**src/common/reset_seq_pkg.sv**
```systemverilog
package reset_seq_pkg;

    // ----------------------------------------------------------------
    // Timing
    // ----------------------------------------------------------------
    localparam int unsigned CLK_SYS_HZ      = 50_000_000;
    localparam int unsigned MODE_CYCLES     = 1025;
    localparam int unsigned PIN_LOW_CYCLES  = 3;
    localparam int unsigned PIN_HIGH_CYCLES = 4;
    localparam int unsigned DIP_CYCLES      = 4;
    localparam int unsigned SYNC_STAGES     = 2;

    localparam logic [10:0] MODE_LAST       = 11'(MODE_CYCLES - 1);
    localparam logic [2:0]  PIN_LOW_LAST    = 3'(PIN_LOW_CYCLES);
    localparam logic [2:0]  PIN_HIGH_LAST   = 3'(PIN_HIGH_CYCLES);
    localparam logic [2:0]  DIP_LAST        = 3'(DIP_CYCLES);

    // ----------------------------------------------------------------
    // Reset values
    // ----------------------------------------------------------------
    localparam logic [23:0] PC_RESET        = 24'h000000;
    localparam logic [1:0]  CLK_SRC_CRYSTAL = 2'h0;
    localparam int unsigned BROWNOUT_DISABLE_POS = 6;

    // ----------------------------------------------------------------
    // Types
    // ----------------------------------------------------------------
    typedef enum logic [3:0] {
        ST_HOLD    = 4'b0001,
        ST_COUNT   = 4'b0010,
        ST_WAITPIN = 4'b0100,
        ST_RUN     = 4'b1000
    } seq_state_t;

    typedef struct packed {
        logic power_on;
        logic brownout_detect;
        logic watchdog_timeout;
        logic watchdog_reset_en;
        logic rtc_alarm;
        logic sleeping;
        logic debug_reset;
    } reset_req_t;

    typedef struct packed {
        logic        sys_reset;
        logic        cpu_run;
        logic        gpio_input_mode;
        logic [23:0] pc_value;
        logic [1:0]  clk_src;
    } reset_out_t;

endpackage

```
**src/logic/pin_sync.sv**
```systemverilog
`timescale 1ns/1ns
module pin_sync
    import reset_seq_pkg::*;
(
    input  wire logic clk_sys,
    input  wire logic rst,
    input  wire logic d,
    output logic      q
);
    logic [SYNC_STAGES-1:0] ff_q;

    always_ff @(posedge clk_sys) begin
        if (rst) begin
            ff_q <= {SYNC_STAGES{1'b1}};
        end else begin
            ff_q <= {ff_q[SYNC_STAGES-2:0], d};
        end
    end

    assign q = ff_q[SYNC_STAGES-1];
endmodule

```
**src/logic/level_qual.sv**
```systemverilog
`timescale 1ns/1ns
module level_qual
    import reset_seq_pkg::*;
(
    input  wire logic       clk_sys,
    input  wire logic       rst,
    input  wire logic       level,
    input  wire logic [2:0] need,
    output logic            met
);
    logic [2:0] cnt_q;

    // Counts consecutive cycles of level high, saturating at need
    always_ff @(posedge clk_sys) begin
        if (rst) begin
            cnt_q <= 3'h0;
        end else if (!level) begin
            cnt_q <= 3'h0;
        end else if (cnt_q != need) begin
            cnt_q <= cnt_q + 3'h1;
        end
    end

    assign met = (cnt_q == need);
endmodule

```
**src/logic/reset_sequencer.sv**
```systemverilog
`timescale 1ns/1ns
// Notes on behaviour
// [RL1] System reset restores defaults, makes GPIO inputs and clears the program counter.
// [RL2] Instruction execution is suspended while system reset is active.
// [RL3] Power-on, brownout, pin, watchdog, alarm and debug requests all reset alike.
// [RL4] Watchdog time-out resets only when watchdog reset mode is enabled.
// [RL5] Real-time-clock alarm resets only while the processor sleeps.
// [RL6] The mode timer holds reset for 1025 system clock cycles.
// [RL7] Internal sources start the timer on the edge after the request deasserts.
// [RL8] Pin reset starts the timer after three consecutive low cycles are seen.
// [RL9] Clock source defaults to the crystal input after reset.
// [RL10] The reset pin is input and open-drain indicator, pulled low on any event.
// [RL11] The pin is pulled low until the mode timer finishes, then released.
// [RL12] A pin released before time-out lets execution start right after time-out.
// [RL13] A pin still low after time-out needs four high cycles before execution.
// [RL14] Power-on reset holds until detector and stretch end, then the timer runs.
// [RL15] Brownout after run starts reset, lasting until supply recovers and timer ends.
// [RL16] Short brownout dips are ignored by a filter.
// [RL17] Leaving sleep applies the normal mode timer delay.
// [RL18] The brownout-disable bit turns off brownout detection, not power-on reset.
// [RL19] The reset pin passes a two-stage synchroniser before qualification counts.
module reset_sequencer
    import reset_seq_pkg::*;
(
    input  wire logic       clk_sys,
    input  wire logic       rst,
    input  wire reset_req_t req,
    input  wire logic       brownout_disable_bit,
    input  wire logic       reset_pin_in,
    output logic            reset_pin_out,
    output logic            reset_pin_oe_n,
    output reset_out_t      sys_out
);

    // ----------------------------------------------------------------
    // Decode functions
    // ----------------------------------------------------------------
    // Merged internal request after watchdog and alarm qualification
    function automatic logic internal_decode(
        input reset_req_t r,
        input logic       bo_ok
    );
        logic hit;
        hit = r.power_on;                                       // [RL14]
        hit = hit | bo_ok;                                      // [RL15]
        hit = hit | (r.watchdog_timeout & r.watchdog_reset_en); // [RL4]
        hit = hit | (r.rtc_alarm & r.sleeping);                 // [RL5] [RL17]
        hit = hit | r.debug_reset;                              // [RL3]
        return hit;
    endfunction

    // Processor may run: sequencer released and no new event
    function automatic logic run_allowed(
        input seq_state_t s,
        input logic       ev
    );
        logic ok;
        case (s)
            ST_RUN: begin
                ok = !ev;
            end
            default: begin
                ok = 1'b0;
            end
        endcase
        return ok;
    endfunction

    // Last count of the mode timer reached
    function automatic logic timer_done(
        input seq_state_t  s,
        input logic [10:0] t
    );
        logic done;
        case (s)
            ST_COUNT: begin
                done = (t == MODE_LAST);
            end
            default: begin
                done = 1'b0;
            end
        endcase
        return done;
    endfunction

    // ----------------------------------------------------------------
    // Pin synchroniser and qualifiers
    // ----------------------------------------------------------------
    logic pin_s;
    logic pin_low_met;
    logic pin_high_met;

    pin_sync u_sync (
        .clk_sys (clk_sys),
        .rst     (rst),
        .d       (reset_pin_in),
        .q       (pin_s)
    ); // [RL19]

    level_qual u_low (
        .clk_sys (clk_sys),
        .rst     (rst),
        .level   (!pin_s),
        .need    (PIN_LOW_LAST),
        .met     (pin_low_met)
    ); // [RL8]

    level_qual u_high (
        .clk_sys (clk_sys),
        .rst     (rst),
        .level   (pin_s),
        .need    (PIN_HIGH_LAST),
        .met     (pin_high_met)
    ); // [RL13]

    // ----------------------------------------------------------------
    // Brownout glitch filter
    // ----------------------------------------------------------------
    logic brownout_raw;
    logic brownout_ok;

    assign brownout_raw = req.brownout_detect && !brownout_disable_bit; // [RL18]

    level_qual u_dip (
        .clk_sys (clk_sys),
        .rst     (rst),
        .level   (brownout_raw),
        .need    (DIP_LAST),
        .met     (brownout_ok)
    ); // [RL16]

    // ----------------------------------------------------------------
    // Request merge
    // ----------------------------------------------------------------
    logic internal_req;
    logic any_event;

    always_comb begin
        internal_req = internal_decode(req, brownout_ok); // [RL3]
        any_event    = internal_req | !pin_s;
    end

    // ----------------------------------------------------------------
    // Sequencer
    // ----------------------------------------------------------------
    seq_state_t  state_q;
    logic [10:0] timer_q;

    always_ff @(posedge clk_sys) begin
        if (rst) begin
            state_q <= ST_HOLD;
        end else begin
            case (state_q)
                ST_HOLD: begin
                    // Start once internal sources have ended and pin is qualified or high
                    if (internal_req) begin
                        state_q <= ST_HOLD; // [RL14] [RL15]
                    end else if (pin_low_met) begin
                        state_q <= ST_COUNT; // [RL8]
                    end else if (pin_s) begin
                        state_q <= ST_COUNT; // [RL7]
                    end
                end
                ST_COUNT: begin
                    // Counting the oscillator settle time
                    if (internal_req) begin
                        state_q <= ST_HOLD; // [RL3]
                    end else if (timer_done(state_q, timer_q)) begin
                        if (pin_s) begin
                            state_q <= ST_RUN; // [RL12]
                        end else begin
                            state_q <= ST_WAITPIN; // [RL12] [RL13]
                        end
                    end
                end
                ST_WAITPIN: begin
                    if (internal_req) begin
                        state_q <= ST_HOLD;
                    end else if (pin_high_met) begin
                        state_q <= ST_RUN; // [RL13]
                    end
                end
                ST_RUN: begin
                    // Executing until any source or the pin fires
                    if (internal_req) begin
                        state_q <= ST_HOLD; // [RL3] [RL15]
                    end else if (!pin_s) begin
                        state_q <= ST_HOLD; // [RL3]
                    end
                end
                default: begin
                    state_q <= ST_HOLD;
                end
            endcase
        end
    end

    // ----------------------------------------------------------------
    // Mode timer
    // ----------------------------------------------------------------
    // Runs only while counting and restarts on any fresh internal request
    always_ff @(posedge clk_sys) begin
        if (rst) begin
            timer_q <= 11'h000;
        end else begin
            case (state_q)
                ST_COUNT: begin
                    if (internal_req) begin
                        timer_q <= 11'h000; // [RL3]
                    end else begin
                        timer_q <= timer_q + 11'h001; // [RL6]
                    end
                end
                default: begin
                    timer_q <= 11'h000;
                end
            endcase
        end
    end

    // ----------------------------------------------------------------
    // Pin driver
    // ----------------------------------------------------------------
    // Data side of the open-drain pad never carries a high
    always_ff @(posedge clk_sys) begin
        if (rst) begin
            reset_pin_out <= 1'b0;
        end else begin
            reset_pin_out <= 1'b0; // [RL10]
        end
    end

    // Enable side pulls the pin low from the event until time-out
    always_ff @(posedge clk_sys) begin
        if (rst) begin
            reset_pin_oe_n <= 1'b0;
        end else begin
            case (state_q)
                ST_RUN: begin
                    reset_pin_oe_n <= run_allowed(state_q, any_event); // [RL10]
                end
                ST_WAITPIN: begin
                    reset_pin_oe_n <= !internal_req; // [RL11]
                end
                ST_COUNT: begin
                    reset_pin_oe_n <= timer_done(state_q, timer_q) && !internal_req; // [RL11]
                end
                ST_HOLD: begin
                    reset_pin_oe_n <= 1'b0; // [RL10]
                end
                default: begin
                    reset_pin_oe_n <= 1'b0;
                end
            endcase
        end
    end

    // ----------------------------------------------------------------
    // System outputs
    // ----------------------------------------------------------------
    logic        sys_reset_q;
    logic        cpu_run_q;
    logic        gpio_input_q;
    logic [23:0] pc_q;
    logic [1:0]  clk_src_q;

    // Reset line to the rest of the chip
    always_ff @(posedge clk_sys) begin
        if (rst) begin
            sys_reset_q <= 1'b1;
        end else begin
            sys_reset_q <= !run_allowed(state_q, any_event); // [RL3]
        end
    end

    // Instruction execution only outside reset
    always_ff @(posedge clk_sys) begin
        if (rst) begin
            cpu_run_q <= 1'b0;
        end else begin
            cpu_run_q <= run_allowed(state_q, any_event); // [RL2]
        end
    end

    // Port pins fall back to inputs during reset
    always_ff @(posedge clk_sys) begin
        if (rst) begin
            gpio_input_q <= 1'b1;
        end else begin
            gpio_input_q <= !run_allowed(state_q, any_event); // [RL1]
        end
    end

    // Program counter start address
    always_ff @(posedge clk_sys) begin
        if (rst) begin
            pc_q <= PC_RESET;
        end else begin
            pc_q <= PC_RESET; // [RL1]
        end
    end

    // Clock source stays on the crystal input
    always_ff @(posedge clk_sys) begin
        if (rst) begin
            clk_src_q <= CLK_SRC_CRYSTAL;
        end else begin
            clk_src_q <= CLK_SRC_CRYSTAL; // [RL9]
        end
    end

    // Output taps, straight from the flip-flops above
    always_comb begin
        sys_out.sys_reset       = sys_reset_q;
        sys_out.cpu_run         = cpu_run_q;
        sys_out.gpio_input_mode = gpio_input_q;
        sys_out.pc_value        = pc_q;
        sys_out.clk_src         = clk_src_q;
    end

endmodule

```
**config.mk**
```make
export PLATFORM = sky130hd
export DESIGN_NAME = reset_sequencer
export DESIGN_NICKNAME = d
export VERILOG_FILES = /design/src/common/reset_seq_pkg.sv /design/src/logic/pin_sync.sv /design/src/logic/level_qual.sv /design/src/logic/reset_sequencer.sv
export SDC_FILE = /design/constraint.sdc
export NUM_CORES = 1
export LEC_CHECK = 0
export ABC_AREA = 1
export BUFFER_PORTS_ARGS = -buffer_cell sky130_fd_sc_hd__buf_2
export CAP_MARGIN = 20
export CORE_ASPECT_RATIO = 0.9
export CORE_MARGIN = 2
export CORE_UTILIZATION = 55
export DETAILED_ROUTE_END_ITERATION = 8
export GPL_ROUTABILITY_DRIVEN = 0
export GPL_TIMING_DRIVEN = 0
export PLACE_DENSITY = 0.8
export SYNTH_ARGS = -nofsm -noshare
export SYNTH_HDL_FRONTEND = slang
export SYNTH_HIERARCHICAL = 1
export SYNTH_SLANG_ARGS = --single-unit
export TNS_END_PERCENT = 10
```
**constraint.sdc**
```tcl
create_clock -name clk_sys -period 2.2 [get_ports clk_sys]
set_input_delay 0.22 -clock clk_sys [delete_from_list [all_inputs] [get_ports clk_sys]]
set_output_delay 0.22 -clock clk_sys [all_outputs]
set_load 0.005 [all_outputs]
```
==> impl_metrics.yaml, run 1 <==
run_status:
  status: "finished, final reports clean"
floorplan:
  core_area_mm2: 0.00343
  dieArea_mm2: 0.00416
  initial_core_util_pct: 58.6
  io_pins: 42
  die_width_um: 67.7
  dieHeight_um: 61.4
  rows: 20
worst_hold_path:
  min_path_type: "in -> reg"
clock_network:
  ctsResizeCount: 0
  ctsHoldBuffers: 0
  cts.sinks: 29
  clk_path_buf_depth: 2
  numCtsBuffers: 5
  post_cts_buffers: 0
  h-tree-depth: 2
  root_buffer: "clkbuf_8"
  clk_latency_ns: 0.28
  cts_tree: "done"
  clk_pin_slew_ns: 0.06
synth:
  ys_types: 30
  syn_avg_cell_area_um2: 7.03
  yosysSeqAreaShare_pct: 28.9
  synth-main-ff-cell: "dfxtp_1"
  synth_area_mm2: 0.00201
  synth_cells: 286
  synth_edf_count: 0
  ys_warn_count: 6
  synthArstFlopShare_pct: 0
  ys_seq_elements: 29
grt:
  antenna_found_initial: 0
  use_met2_pct: 28.6
  grt_usage_pct: 17.0
  grt.busiest_layer: "met2"
  grt_pass1_vias: 1350
  grt_first_pass_wirelength_um: 5260
  grt_max_degree: 10
  use_met3_pct: 4.39
  grt_util_met1_pct: 20.5
  overflow: 0
critical_path:
  reg2reg_setup_slack_ns: 0.42
  cp_max_fo: 6
  slowest_delay_ns: 0.39
  end_kind: "flop"
  cp.required_ns: 2.38
  critPathBufInv: 2
  crit_type: "reg -> reg"
  start_kind: "flop"
  cp_slowest_cell: "dfxtp_1"
  path_cells: "inv_1 -> nand2_1 -> nand2_1 -> nand3_2 -> inv_1 -> nor2_4 -> nand2_2 -> nor2_8 -> nand2_4 -> nor2_1 -> nor2_2 -> nand2_2 -> nand2_1 -> nand2_1 -> nor2_2"
  cp_top_family: "simple AND/OR/NAND/NOR gates"
  path_common_cell: "nand2_1"
  cp.arrival_ns: 1.95
power_and_ir_drop:
  p_leak_nw: 1.31
  vdd_drop_max_mv: 0.489
  power.total_mw: 1.14
  power.density_mw_per_mm2: 483
routing:
  postRouteAntennaNets: 0
  drt_wl_total_um: 3040
  avgViaCountPerCell: 4.13
  routedWlPerCell_um: 7.76
  vias: 1617
  dr.first_iter.drc_count: 51
  post-route-drc-count: 0
  firstDrtPassIters: 4
cells_and_area:
  diodes: 0
  final_nets: 363
  area_growth_pct: 17.8
  layout-drive-gt1-share_pct: 24.7
run:
  maxCapViolCount: 0
timing:
  rsz0062_at_grt: "no"
  finClkSkew_ns: 0.00536
  finalCritPeriodShare_pct: 80.7
  setup_tns_ns: 0
  finalHoldViolCount: 0
  maxSlewViolCount: 0
  max_freq_ghz: 0.563
  setup-violations-final: 0
  finalCriticalPeriod_ns: 1.78
placed_design:
  port_buffers: 14
  hpwl_um: 2490
## cell usage after synthesis, types with 5 or more instances
master | number | share of area [%]
buf_4 | 30 | 11
nand2_1 | 60 | 11
nand3_1 | 5 | 1.2
ha_1 | 5 | 3.1
dfxtp_1 | 29 | 29
nor2_1 | 36 | 6.7
a21oi_1 | 7 | 1.7
nand2_2 | 5 | 1.6
inv_1 | 54 | 10
nand4_1 | 5 | 1.6
nor2_4 | 6 | 3.4
nor2_2 | 5 | 1.6
nand3_2 | 7 | 3.5
## worst min-delay path: cells and delay by family
kind                   cells  cell delay [ns]
buffers and inverters      2             0.10
AND/OR/NAND/NOR            1             0.04
## registers in the layout (all words and copies together), names as in the netlist
signal,flops
timer_q,11
state_q,4
u_dip/cnt_q,3
u_high/cnt_q,3
u_low/cnt_q,3
u_sync/ff_q,2
cpu_run_q,1
gpio_input_q,1
reset_pin_oe_n,1
## kinds of logic after synthesis
family                   after synthesis  share of synthesized area (%)
AND/OR/NAND/NOR                      142                           37.0
AO/OA/AOI/OAI                         13                           4.04
adder cells (fa/ha/maj)                5                           3.11
XOR/XNOR                               8                           4.60
buffers and inverters                 87                           22.0
other                                  2                          0.374
flip-flops                            29                           28.9
## worst paths after layout
path                                     start              to  cells after the start
worst max-delay path            u_dip/cnt_q[0]      state_q[1]                     15
worst max register to register  u_dip/cnt_q[0]      state_q[1]                     15
worst min-delay path              reset_pin_in  u_sync/ff_q[0]                      3
worst min register to register  u_sync/ff_q[0]  u_sync/ff_q[1]                      2
## layout by cell type (no fill, tap or decap), types with 2 or more instances in the layout
cell type / netlist / final
nand3_1: 5 / 5
buf_4: 30 / 30
clkinv_2: 0 / 2
nand2_1: 60 / 60
inv_2: 2 / 2
xnor2_2: 3 / 3
nor2_2: 5 / 5
a21oi_1: 7 / 7
dfxtp_1: 29 / 29
nand3b_1: 4 / 4
o31ai_1: 2 / 2
nand4_1: 5 / 5
nand2_2: 5 / 5
clkbuf_8: 0 / 5
nor3b_2: 2 / 2
nand3_2: 7 / 7
conb_1: 2 / 42
nor3_1: 3 / 3
ha_1: 5 / 5
nor2_1: 36 / 36
nor2_4: 6 / 6
xor2_1: 4 / 4
buf_2: 0 / 14
nor2_8: 2 / 2
inv_1: 54 / 54
## area by class of cell
cell class,count,area [µm²]
fillers,314,1060
flip-flops and latches,29,581
clock buffers,6,72.6
repair buffers,14,70.1
clock inverters,2,10.0
plain buffers,30,225
well taps,44,55.1
multi-input cells,210,1140
inverters,57,216
## stage by stage
stage                     util [%]  cells  hold WS, ns  area (µm²)  worst slack (ns)
after floorplan                  -    326        0.304        2160             0.600
after global placement        66.7    384        0.390        2290             0.459
after detailed placement      66.7    384        0.401        2290             0.439
after CTS                     69.1    392        0.107        2370             0.421
after global routing          69.1    392        0.112        2370             0.287
final                         69.1    392        0.117        2370             0.425
## routing by layer
layer | part of all wire (%) | vias up
met5 | 0 | -
met4 | 1.1 | 0
met3 | 4.6 | 4
met2 | 48 | 27
met1 | 47 | 676
li1 | - | 910
## power breakdown
part | switching [mW] | internal (mW)
logic | 0.0931 | 0.0802
registers | 0.0140 | 0.538
clock network | 0.199 | 0.218
total | 0.306 | 0.837
(Power assumes the default switching activity.)
==> run 2, diff against run 1 <==
Settings changed: CORE_UTILIZATION 55 to 49, PLACE_DENSITY 0.8 to 0.76.
Clock period 2.2 ns to 1.4 ns, I/O delays scaled along.
==> run 2 against run 1 <==
Effect of this change:
- the run now ends with negative setup slack left
- maximum frequency rose by 13%
- flip-flop and latch count did not move
- register-to-register slack got worse by 0.60 ns
- count of clock-buffer cells in the layout did not move
- power rose by 59%
- highest routed layer unchanged
- via count rose by 0.43%
- sequential share of layout area fell by 0.78 points
- critical path depth fell by 1
- critical endpoint unchanged
- sequential power rose by 57%
==> impl_metrics.yaml, run 2 (synthesis results as in run 1) <==
cells_and_area:
  largest_register_ff_count: 11
  diodes: 0
  fin_area_mm2: 0.00246
  final_cells: 400
  final_nets: 367
  final_cell_mix: "nand2_1, inv_1, conb_1, buf_4, nor2_1"
  layout_commonest_cell: "nand2_1"
  area_growth_pct: 22.5
  layout-drive-gt1-share_pct: 30.4
  fin_util_pct: 61.3
  regMostFlops: "timer_q"
  nFillCells: 385
  reg_top3: "timer_q (11), state_q (4)"
floorplan:
  initial_core_util_pct: 50.0
  io_pins: 42
  dieArea_mm2: 0.00463
  core_area_mm2: 0.00402
  die_width_um: 71.5
  rows: 22
  dieHeight_um: 64.8
critical_path:
  cp_slowest_cell: "dfxtp_1"
  slowest_delay_ns: 0.34
  start_kind: "flop"
  cp.arrival_ns: 1.75
  cp.required_ns: 1.58
  end_kind: "flop"
  critPathBufInv: 2
  cp_max_fo: 5
  path_cells: "nand2_1 -> nand2_2 -> nand3_4 -> inv_2 -> nor2_4 -> nand2_4 -> nor2_8 -> nand3_2 -> nand2_1 -> inv_1 -> nand2_2 -> nand2_1 -> nand2_1 -> nor2_2"
  crit_type: "reg -> reg"
  cp_top_family: "simple AND/OR/NAND/NOR gates"
  path_common_cell: "nand2_1"
routing:
  vias: 1624
  routedWlPerCell_um: 7.80
  post-route-drc-count: 0
  postRouteAntennaNets: 0
  drt_wl_total_um: 3120
  firstDrtPassIters: 4
  dr.first_iter.drc_count: 50
  avgViaCountPerCell: 4.06
clock_network:
  h-tree-depth: 2
  clk_latency_ns: 0.29
  cts.sinks: 29
  numCtsBuffers: 5
  clk_pin_slew_ns: 0.06
  clk_path_buf_depth: 2
  cts_tree: "done"
  root_buffer: "clkbuf_8"
power_and_ir_drop:
  p_leak_nw: 1.33
  vdd_drop_max_mv: 0.494
  power.density_mw_per_mm2: 738
  power.total_mw: 1.82
placed_design:
  hpwl_um: 2480
  port_buffers: 14
  dp.cells: 388
  placed_area_mm2: 0.00231
  place_ws_ns: -0.285
timing:
  maxSlewViolCount: 0
  rsz0062_at_grt: "yes"
  fin_worst_hold_slack_ns: 0.0201
  finalHoldViolCount: 0
  finalCriticalPeriod_ns: 1.57
  setup-violations-final: 10
  max_freq_ghz: 0.636
  setup_tns_ns: -0.917
  finClkSkew_ns: 0.00560
  finalCritPeriodShare_pct: 112
  final.setup.worst_slack_ns: -0.173
grt:
  grt_pass1_vias: 1435
  grt_usage_pct: 15.5
  grt_first_pass_wirelength_um: 5700
  grt_max_degree: 10
  overflow: 0
  antenna_found_initial: 0
run_status:
  violations: "negative setup slack"
  status: "complete, but fails checks"
worst_hold_path:
  min_path_type: "in -> reg"
run:
  maxCapViolCount: 0
-- run 2: changes by cell type in the layout (fill, tap and decap cells not counted), moves of 2 or more --
cell	previous run	this run
buf_4	30	34
dfxtp_1	29	26
dfxtp_2	0	3
inv_1	54	52
inv_2	2	4
nand2_1	60	56
nand2_2	5	7
nand2_4	1	3
nor2_1	36	31
nor2_2	5	10
-- run 2: area by class of cell --
class / instances / area (µm²) / share of cell area, %
tap: 48 / 60.1 / 2.44
clock inverter: 2 / 10.0 / 0.407
multi-input combinational: 210 / 1190 / 48.4
buffer: 30 / 225 / 9.15
sequential: 29 / 584 / 23.7
inverter: 57 / 219 / 8.89
timing repair buffer: 18 / 100 / 4.07
clock buffer: 6 / 72.6 / 2.95
-- run 2: repair_timing --
action | CTS | global route
pin swaps | 3 | 1
buffers inserted | 4 | 0
resized for setup | 6 | 8
endpoints found under the setup margin | 18 | 18
hold buffers | 0 | 0
-- run 2: per-layer routing --
layer | GRT usage (%) | vias up | share of wire, %
li1 | - | 913 | -
met1 | 18.3 | 680 | 47
met2 | 25.3 | 26 | 48
met3 | 4.20 | 5 | 4.0
met4 | 8.96 | 0 | 1.6
met5 | 0 | - | 0
-- run 2: power breakdown --
part | internal (mW) | switching [mW]
registers | 0.846 | 0.0207
clock network | 0.343 | 0.315
logic | 0.138 | 0.157
total | 1.33 | 0.492
-- run 2: worst reg2reg max path, delay by kind of cell (launching register included) --
family / cells / cell delay [ns]
flip-flops: 1 / 0.34
buffers and inverters: 2 / 0.10
AND/OR/NAND/NOR: 12 / 1.03
-- run 2: final timing paths --
kind,startpoint,end,slack (ns),depth (start not counted)
worst max-delay path,u_dip/cnt_q[2],state_q[1],-0.17,14
worst min register to register,u_sync/ff_q[0],u_sync/ff_q[1],0.41,2
worst min-delay path,reset_pin_in,u_sync/ff_q[0],0.02,3
worst max register to register,u_dip/cnt_q[2],state_q[1],-0.17,14
